## src/uid_pkg.sv

```systemverilog
// package: register map, codes and field positions of the interrupt and dma block
package uid_pkg;
   // register byte offsets on the axi4-lite bus
   localparam logic [7:0] OFS_IER  = 8'h00;
   localparam logic [7:0] OFS_FCR  = 8'h04;
   localparam logic [7:0] OFS_IIR  = 8'h08;
   localparam logic [7:0] OFS_LSR  = 8'h0c;
   localparam logic [7:0] OFS_MSR  = 8'h10;
   localparam logic [7:0] OFS_DATA = 8'h14;

   // identification codes
   localparam logic [5:0] CODE_NONE  = 6'h01;
   localparam logic [5:0] CODE_LINE  = 6'h06;
   localparam logic [5:0] CODE_TMO   = 6'h0c;
   localparam logic [5:0] CODE_RXD   = 6'h04;
   localparam logic [5:0] CODE_TXE   = 6'h02;
   localparam logic [5:0] CODE_MODEM = 6'h00;
   localparam logic [5:0] CODE_FLOW  = 6'h10;
   localparam logic [5:0] CODE_HS    = 6'h20;

   // source index into the pending vector, highest priority first
   localparam int SRC_LINE  = 0;
   localparam int SRC_TMO   = 1;
   localparam int SRC_RXD   = 2;
   localparam int SRC_TXE   = 3;
   localparam int SRC_MODEM = 4;
   localparam int SRC_FLOW  = 5;
   localparam int SRC_HS    = 6;
   localparam int NUM_SRC   = 7;

   // interrupt_enable_reg bits
   localparam int IER_RXD   = 0;
   localparam int IER_TXE   = 1;
   localparam int IER_LINE  = 2;
   localparam int IER_MODEM = 3;
   localparam int IER_FLOW  = 5;
   localparam int IER_RTS   = 6;
   localparam int IER_CTS   = 7;

   // fifo_control_reg bits
   localparam int FCR_FIFO_EN  = 0;
   localparam int FCR_DMA_MODE = 3;

   // reset values
   localparam logic [7:0] IER_RESET = 8'h00;
   localparam logic [7:0] FCR_RESET = 8'h00;
   localparam logic [5:0] IIR_RESET = CODE_NONE;

   // axi responses
   localparam logic [1:0] RESP_OKAY   = 2'h0;
   localparam logic [1:0] RESP_SLVERR = 2'h2;

   // handshake pin index
   localparam int PIN_CTS = 0;
   localparam int PIN_RTS = 1;
endpackage : uid_pkg

```

## src/uid_prio.sv

```systemverilog
// priority encoder: picks the highest pending enabled source
`timescale 1ns/1ps
module uid_prio (
   // enabled pending sources
   input  wire logic [uid_pkg::NUM_SRC-1:0] pending,
   // winner
   output logic      [5:0]                  code,
   output logic      [uid_pkg::NUM_SRC-1:0] grant
);
   import uid_pkg::*;

   always_comb begin
      code  = CODE_NONE;
      grant = '0;
      // lowest index wins; timeout outranks data at the same level
      for (int i = NUM_SRC - 1; i >= 0; i--) begin
         if (pending[i]) begin
            grant = '0;
            grant[i] = 1'b1;
            unique case (i)
               SRC_LINE:  code = CODE_LINE;
               SRC_TMO:   code = CODE_TMO;
               SRC_RXD:   code = CODE_RXD;
               SRC_TXE:   code = CODE_TXE;
               SRC_MODEM: code = CODE_MODEM;
               SRC_FLOW:  code = CODE_FLOW;
               default:   code = CODE_HS;
            endcase
         end
      end
   end
endmodule : uid_prio

```

## src/uid_irq_dma.sv

```systemverilog
// interrupt prioritisation, identification and dma request logic of one uart channel
`timescale 1ns/1ps
module uid_irq_dma #(
   parameter int DEPTH = 64,
   parameter int CW    = 7
) (
   // clock and reset
   input  wire logic            aclk,
   input  wire logic            aresetn,
   // axi4-lite slave
   input  wire logic [7:0]      awaddr,
   input  wire logic            awvalid,
   output logic                 awready,
   input  wire logic [31:0]     wdata,
   input  wire logic [3:0]      wstrb,
   input  wire logic            wvalid,
   output logic                 wready,
   output logic [1:0]           bresp,
   output logic                 bvalid,
   input  wire logic            bready,
   input  wire logic [7:0]      araddr,
   input  wire logic            arvalid,
   output logic                 arready,
   output logic [31:0]          rdata,
   output logic [1:0]           rresp,
   output logic                 rvalid,
   input  wire logic            rready,
   // receive side status from the uart core
   input  wire logic [CW-1:0]   rx_count,
   input  wire logic [CW-1:0]   rx_trigger,
   input  wire logic [7:0]      rx_head_data,
   input  wire logic [2:0]      rx_head_errors,
   input  wire logic            rx_error_anywhere,
   input  wire logic            overrun_event,
   input  wire logic            rx_timeout_event,
   // transmit side status from the uart core
   input  wire logic [CW-1:0]   tx_count,
   input  wire logic [CW-1:0]   tx_trigger,
   input  wire logic            tx_shift_empty,
   // modem and flow events
   input  wire logic [3:0]      modem_change,
   input  wire logic [3:0]      modem_lines,
   input  wire logic            flow_stop_event,
   input  wire logic            flow_resume_event,
   input  wire logic            special_char_event,
   input  wire logic            cts_n,
   input  wire logic            rts_n,
   // data strobes to the uart core
   output logic                 rx_pop,
   output logic                 tx_push,
   output logic [7:0]           tx_data,
   output logic [7:0]           fifo_control,
   // interrupt and dma pins
   output logic                 irq_n,
   output logic                 tx_dma_request_n,
   output logic                 rx_dma_request_n
);
   import uid_pkg::*;

   logic [7:0]         interrupt_enable_reg;
   logic [5:0]         interrupt_ident_reg;
   logic [NUM_SRC-1:0] grant_q;
   logic [7:0]         aw_addr_q;
   logic               aw_full;
   logic [31:0]        w_data_q;
   logic [3:0]         w_strb_q;
   logic               w_full;
   logic               overrun_pend;
   logic               tmo_pend;
   logic               txe_pend;
   logic               txe_cond_q;
   logic [3:0]         modem_delta;
   logic               flow_pend;
   logic               flow_by_special;
   logic [1:0]         hs_pend;
   logic [1:0]         pin_s1;
   logic [1:0]         pin_s2;
   logic [1:0]         pin_s3;
   logic [1:0]         pin_stable;
   logic [NUM_SRC-1:0] pending;
   logic [NUM_SRC-1:0] next_grant;
   logic [5:0]         next_code;

   ////////////////////////////////////////////////////////////////////////////////////////////
   // bus decode

   logic       wr_go;
   logic       ar_go;
   logic       rd_iir;
   logic       rd_lsr;
   logic       rd_msr;
   logic       rd_data;
   logic       wr_thr;
   logic       fifo_en;
   logic       block_mode;
   logic [CW-1:0] tx_space;
   logic       rx_has_data;

   assign wr_go       = aw_full && w_full && !bvalid;
   assign ar_go       = arvalid && !rvalid;
   assign rd_iir      = ar_go && araddr == OFS_IIR;
   assign rd_lsr      = ar_go && araddr == OFS_LSR;
   assign rd_msr      = ar_go && araddr == OFS_MSR;
   assign rd_data     = ar_go && araddr == OFS_DATA;
   assign wr_thr      = wr_go && aw_addr_q == OFS_DATA && w_strb_q[0];
   assign fifo_en     = fifo_control[FCR_FIFO_EN];
   assign block_mode  = fifo_control[FCR_DMA_MODE] && fifo_en;
   assign tx_space    = CW'(DEPTH) - tx_count;
   assign rx_has_data = rx_count != '0;

   // ready lines are flops, so the bus sees no logic after a register
   assign aw_full = !awready;
   assign w_full  = !wready;

   // address and data are held separately so they may arrive in either order
   always_ff @(posedge aclk) begin
      if (!aresetn) begin
         awready   <= 1'b1;
         aw_addr_q <= 8'h00;
      end else if (awvalid && !aw_full) begin
         awready   <= 1'b0;
         aw_addr_q <= awaddr;
      end else if (wr_go) begin
         awready   <= 1'b1;
      end
   end

   always_ff @(posedge aclk) begin
      if (!aresetn) begin
         wready   <= 1'b1;
         w_data_q <= 32'h0000_0000;
         w_strb_q <= 4'h0;
      end else if (wvalid && !w_full) begin
         wready   <= 1'b0;
         w_data_q <= wdata;
         w_strb_q <= wstrb;
      end else if (wr_go) begin
         wready   <= 1'b1;
      end
   end

   always_ff @(posedge aclk) begin
      if (!aresetn) begin
         bvalid <= 1'b0;
         bresp  <= RESP_OKAY;
      end else if (wr_go) begin
         bvalid <= 1'b1;
         bresp  <= (aw_addr_q == OFS_IER || aw_addr_q == OFS_FCR || aw_addr_q == OFS_DATA)
                   ? RESP_OKAY : RESP_SLVERR;
      end else if (bready) begin
         bvalid <= 1'b0;
      end
   end

   always_ff @(posedge aclk) begin
      if (!aresetn) begin
         interrupt_enable_reg <= IER_RESET;
         fifo_control         <= FCR_RESET;
      end else if (wr_go && w_strb_q[0]) begin
         if (aw_addr_q == OFS_IER)
            interrupt_enable_reg <= w_data_q[7:0];
         if (aw_addr_q == OFS_FCR)
            fifo_control <= w_data_q[7:0];
      end
   end

   always_ff @(posedge aclk) begin
      if (!aresetn) begin
         tx_push <= 1'b0;
         tx_data <= 8'h00;
         rx_pop  <= 1'b0;
      end else begin
         tx_push <= wr_thr;
         rx_pop  <= rd_data;
         if (wr_thr)
            tx_data <= w_data_q[7:0];
      end
   end

   // reads with side effects act once, on the cycle the address is taken
   always_ff @(posedge aclk) begin
      if (!aresetn) begin
         rvalid  <= 1'b0;
         arready <= 1'b1;
         rdata   <= 32'h0000_0000;
         rresp   <= RESP_OKAY;
      end else if (ar_go) begin
         rvalid  <= 1'b1;
         arready <= 1'b0;
         rresp   <= RESP_OKAY;
         unique case (araddr)
            OFS_IER:  rdata <= {24'h000000, interrupt_enable_reg};
            OFS_FCR:  rdata <= {24'h000000, fifo_control};
            OFS_IIR:  rdata <= {26'h0000000, interrupt_ident_reg};
            OFS_LSR:  rdata <= {24'h000000, rx_error_anywhere,
                                tx_count == '0 && tx_shift_empty, tx_count == '0,
                                rx_has_data ? rx_head_errors : 3'h0,
                                overrun_pend, rx_has_data};
            OFS_MSR:  rdata <= {24'h000000, modem_lines, modem_delta};
            OFS_DATA: rdata <= {24'h000000, rx_head_data};
            default: begin
               rdata <= 32'h0000_0000;
               rresp <= RESP_SLVERR;
            end
         endcase
      end else if (rready) begin
         rvalid  <= 1'b0;
         arready <= 1'b1;
      end
   end

   ////////////////////////////////////////////////////////////////////////////////////////////
   // handshake pin synchronisers

   // a low to high change counts once stages two and three agree
   for (genvar p = 0; p < 2; p++) begin : g_pin
      always_ff @(posedge aclk) begin
         // reset to the inactive high level: an idle pin gives no false rise
         if (!aresetn) begin
            pin_s1[p]     <= 1'b1;
            pin_s2[p]     <= 1'b1;
            pin_s3[p]     <= 1'b1;
            pin_stable[p] <= 1'b1;
         end else begin
            pin_s1[p] <= (p == PIN_CTS) ? cts_n : rts_n;
            pin_s2[p] <= pin_s1[p];
            pin_s3[p] <= pin_s2[p];
            if (pin_s2[p] == pin_s3[p])
               pin_stable[p] <= pin_s3[p];
         end
      end

      // set wins over a clear in the same cycle
      always_ff @(posedge aclk) begin
         if (!aresetn)
            hs_pend[p] <= 1'b0;
         else if (pin_s2[p] && pin_s3[p] && !pin_stable[p])
            hs_pend[p] <= 1'b1;
         else if (rd_iir && grant_q[SRC_HS])
            hs_pend[p] <= 1'b0;
      end
   end

   ////////////////////////////////////////////////////////////////////////////////////////////
   // interrupt sources

   always_ff @(posedge aclk) begin
      if (!aresetn)
         overrun_pend <= 1'b0;
      else if (overrun_event)
         overrun_pend <= 1'b1;
      else if (rd_lsr)
         overrun_pend <= 1'b0;
   end

   always_ff @(posedge aclk) begin
      if (!aresetn)
         tmo_pend <= 1'b0;
      else if (rx_timeout_event)
         tmo_pend <= 1'b1;
      else if (rd_data)
         tmo_pend <= 1'b0;
   end

   // transmit source fires on the rising edge of its condition so a clear sticks
   logic txe_cond;
   assign txe_cond = fifo_en ? (tx_space >= tx_trigger) : (tx_count == '0);

   always_ff @(posedge aclk) begin
      if (!aresetn) begin
         txe_cond_q <= 1'b0;
         txe_pend   <= 1'b0;
      end else begin
         txe_cond_q <= txe_cond;
         if (txe_cond && !txe_cond_q)
            txe_pend <= 1'b1;
         else if (wr_thr || (rd_iir && grant_q[SRC_TXE]))
            txe_pend <= 1'b0;
      end
   end

   always_ff @(posedge aclk) begin
      if (!aresetn)
         modem_delta <= 4'h0;
      else
         modem_delta <= modem_change | (rd_msr ? 4'h0 : modem_delta);
   end

   always_ff @(posedge aclk) begin
      if (!aresetn) begin
         flow_pend       <= 1'b0;
         flow_by_special <= 1'b0;
      end else if (flow_stop_event && interrupt_enable_reg[IER_FLOW]) begin
         flow_pend       <= 1'b1;
         flow_by_special <= 1'b0;
      end else if (special_char_event && interrupt_enable_reg[IER_FLOW]) begin
         flow_pend       <= 1'b1;
         flow_by_special <= 1'b1;
      end else if (flow_resume_event && !flow_by_special) begin
         flow_pend       <= 1'b0;
      end else if (rd_iir && grant_q[SRC_FLOW] && flow_by_special) begin
         flow_pend       <= 1'b0;
      end
   end

   ////////////////////////////////////////////////////////////////////////////////////////////
   // prioritisation and identification

   always_comb begin
      pending[SRC_LINE]  = interrupt_enable_reg[IER_LINE] && (overrun_pend || rx_error_anywhere);
      pending[SRC_TMO]   = interrupt_enable_reg[IER_RXD] && tmo_pend;
      pending[SRC_RXD]   = interrupt_enable_reg[IER_RXD] &&
                           (fifo_en ? (rx_count >= rx_trigger) : rx_has_data);
      pending[SRC_TXE]   = interrupt_enable_reg[IER_TXE] && txe_pend;
      pending[SRC_MODEM] = interrupt_enable_reg[IER_MODEM] && modem_delta != 4'h0;
      pending[SRC_FLOW]  = interrupt_enable_reg[IER_FLOW] && flow_pend;
      pending[SRC_HS]    = (interrupt_enable_reg[IER_CTS] && hs_pend[PIN_CTS]) ||
                           (interrupt_enable_reg[IER_RTS] && hs_pend[PIN_RTS]);
   end

   uid_prio u_prio (
      .pending (pending),
      .code    (next_code),
      .grant   (next_grant)
   );

   always_ff @(posedge aclk) begin
      if (!aresetn) begin
         interrupt_ident_reg <= IIR_RESET;
         grant_q             <= '0;
         irq_n               <= 1'b1;
      end else begin
         interrupt_ident_reg <= next_code;
         grant_q             <= next_grant;
         irq_n               <= pending == '0;
      end
   end

   ////////////////////////////////////////////////////////////////////////////////////////////
   // dma requests

   // transmit request starts active: the transmitter is empty after reset
   always_ff @(posedge aclk) begin
      if (!aresetn)
         tx_dma_request_n <= 1'b0;
      else if (!block_mode)
         tx_dma_request_n <= tx_count != '0;
      else if (tx_count >= CW'(DEPTH))
         tx_dma_request_n <= 1'b1;
      else if (tx_space >= tx_trigger)
         tx_dma_request_n <= 1'b0;
   end

   always_ff @(posedge aclk) begin
      if (!aresetn)
         rx_dma_request_n <= 1'b1;
      else if (!block_mode)
         rx_dma_request_n <= !rx_has_data;
      else if (!rx_has_data || rx_error_anywhere)
         rx_dma_request_n <= 1'b1;
      else if (rx_count >= rx_trigger || tmo_pend)
         rx_dma_request_n <= 1'b0;
   end
endmodule : uid_irq_dma

```

## config.mk

```make
export PLATFORM = sky130hd
export DESIGN_NAME = uid_irq_dma
export DESIGN_NICKNAME = d
export VERILOG_FILES = /design/src/uid_pkg.sv /design/src/uid_prio.sv /design/src/uid_irq_dma.sv
export SDC_FILE = /design/constraint.sdc
export NUM_CORES = 1
export LEC_CHECK = 0
export ABC_AREA = 0
export BUFFER_PORTS_ARGS = -buffer_cell sky130_fd_sc_hd__buf_2
export CAP_MARGIN = 20
export CORE_ASPECT_RATIO = 2
export CORE_MARGIN = 8
export CORE_UTILIZATION = 45
export DETAILED_ROUTE_END_ITERATION = 8
export PLACE_DENSITY_LB_ADDON = 0.3
export RECOVER_POWER = 100
export SETUP_SLACK_MARGIN = 0.3
export SLEW_MARGIN = 25
export SYNTH_ARGS = -nofsm -noshare
export SYNTH_HDL_FRONTEND = slang
export SYNTH_HIERARCHICAL = 1
export SYNTH_SLANG_ARGS = --single-unit
export TNS_END_PERCENT = 10
```

## constraint.sdc

```tcl
create_clock -name aclk -period 2.3 [get_ports aclk]
set_input_delay 0.23 -clock aclk [delete_from_list [all_inputs] [get_ports aclk]]
set_output_delay 0.23 -clock aclk [all_outputs]
set_load 0.005 [all_outputs]
```

==> reports/qor.txt <==
Die ar. = 13750 µm²
FF-to-FF End = fifo_control[7]
CP arrival = 2.27 ns
Setup CP Type = input pin to flip-flop
# clock sinks = 90
pin count of the biggest net entering global routing = 57
Hold WS = 0.08418 ns
maximum clock insertion buffer count = 2
total grt overflow = 0
Worst Setup EP = tx_dma_request_n
Cells after Synth = 516
Worst Setup End Kind = flip-flop
syn_area_per_cell = 8.795 µm²
CP bufs+invs = 3
Total GRT Usage = 0.1660
nets = 772
endpoints failing setup = 0
status = finished clean
fin crit period = 2.035 ns
Die Wd = 87.01 µm
Max Cap Viol = 0
CTS tree = built
worst-path cell chain = buf_2, inv_2, ha_2, or3b_4, buf_4, xor2_1, ha_1, a21o_1, a21oi_1, nand2_1, a41o_1, a221oi_1
reg-to-reg slack, setup = 0.41 ns
Initial DRC Count = 204
WP depth = 12
routed via count = 3984
Placed Instance Area = 5185 µm²
clock skew = 0.004155 ns
worst vdd ir = 0.0004752 V
initial core utilization = 0.4559
wire per inst = 14.73 µm
Yosys Warn Count = 6
Power Total = 3.315 mW
fin util = 0.5412
clock buffer count from CTS = 9
final hold vios = 0
Setup WS pre-CTS = -0.1755 ns
core area = 9955 µm²
Largest delay share family, worst path = compound AO/OA/AOI/OAI gates
estimated wirelength of the detail-placed design = 8886 µm
global-route wire length before repair = 18260 µm
total wire length after detailed routing = 11460 µm
P_leak = 2.321 nW
crit path launch = tx_count[0]
crit path max fanout = 3
CP max-delay cell = or3b_4
number of global-route vias before repair = 3877
TritonRoute pass-1 iters = 4
H-tree depth = 3
worst skew pair latency = 0.34 ns
clock-pin slew on the worst setup and hold paths = 0.06 ns
Slew Limit Fails = 0
final setup margin = 0.2647 ns
unrepaired setup endpoints after global routing = yes
Clock Tree Root = clkbuf_16
Routed Antenna Nets = 0
P&R area growth vs syn = 18.72%
final period utilization = 0.8849
Cell Area, Synth = 4538 µm²
min-delay worst type = input pin to flip-flop
crit start category = input pin
pwr dens = 615.4 nW/µm²
initial antenna violation count = 0
measured slew at the worst slew-check pin = 1.352 ns
Reg2Reg Launch Point = awready
Post-route DRC = 0
Fmax = 491.3 MHz
Vert. Die Dim = 158.0 µm
# fillers = 1010
Final Cell Area = 5388 µm²
num ports = 177
layout cells sized above 1 = 0.2224
# diodes = 0
Via density = 5.121
Rel. slew slack = 0.09880
Worst path max stage delay = 0.40 ns
Register-to-Register Path Depth = 5
Buffers on Ports = 123
Required @ worst endpoint = 2.53 ns
row cnt = 52
RePlAce Congestion = 0.8890
==> per-layer routing <==
metal  vias up  track usage  wire length, µm  share of wire
met3        14      0.05044              821          0.072
met1      1844       0.1890             4712           0.41
met5         -            0                0              0
met4         0      0.06617              204          0.018
met2       124       0.2794             5718           0.50
li1       2002            -                -              -
==> where the power goes <==
part	switching [mW]	internal, mW
clock network	0.562	0.745
logic	0.205	0.168
registers	0.0325	1.60
total	0.799	2.52
==> repair_timing <==
action / 4_1_cts / 5_1_grt
hold buffers: 0 / 0
pin swaps: 0 / 4
resized for setup: 5 / 3
buffers inserted: 0 / 1
endpoints found under the hold margin: 0 / 0
endpoints found under the setup margin: 6 / 22
==> worst reg2reg max path, cell delays in order (launching register included) <==
cell and delay, ns:
dfxtp_1 0.43, nor3_1 0.34, and4_1 0.28, nand3_1 0.38
nand3_1 0.21, o21ai_0 0.11
==> metrics by stage <==
stage                     TNS [ns]  instances
after floorplan           -0.01653        541
after global placement     -0.3527        763
after detailed placement   -0.5304        763
after CTS                        0        777
after global routing             0        778
final                            0        778
==> layout by cell type (no fill, tap or decap), drive strengths merged, types with 3 or more instances in the layout <==
master	instances
mux2	3
nor4	5
xor2	3
mux2i	18
conb	26
nand2b	16
clkbuf	50
dfxtp	90
a31oi	3
o21ai	35
mux4	3
clkinv	3
nand4	3
nor3	7
or4	3
nor2b	6
nand3	47
and2	14
nor2	31
a32oi	3
nand3b	3
ha	17
nand2	47
a221oi	3
inv	21
a21o	3
a21oi	41
buf	105
==> area by class of cell <==
cell class / count / area [µm²] / area share
clock buffer: 11 / 242.7 / 0.04505
clock inverter: 3 / 17.52 / 0.003251
inverter: 22 / 82.58 / 0.01533
multi-input combinational: 373 / 2360 / 0.4380
sequential: 90 / 1802 / 0.3344
tap: 135 / 168.9 / 0.03135
timing repair buffer: 144 / 714.4 / 0.1326
==> worst min-delay path by stage <==
stage                    start               to  slack, ns  cells after the start
2_1_floorplan  flow_stop_event  flow_by_special       0.33                      1
3_3_place_gp         pin_s1[0]        pin_s2[0]       0.39                      1
3_5_place_dp         pin_s1[0]        pin_s2[0]       0.40                      1
4_1_cts                  cts_n        pin_s1[0]       0.07                      2
5_1_grt                  cts_n        pin_s1[0]       0.09                      2
6_report                 cts_n        pin_s1[0]       0.08                      2
Note: power is estimated with default switching activity, not from simulation.
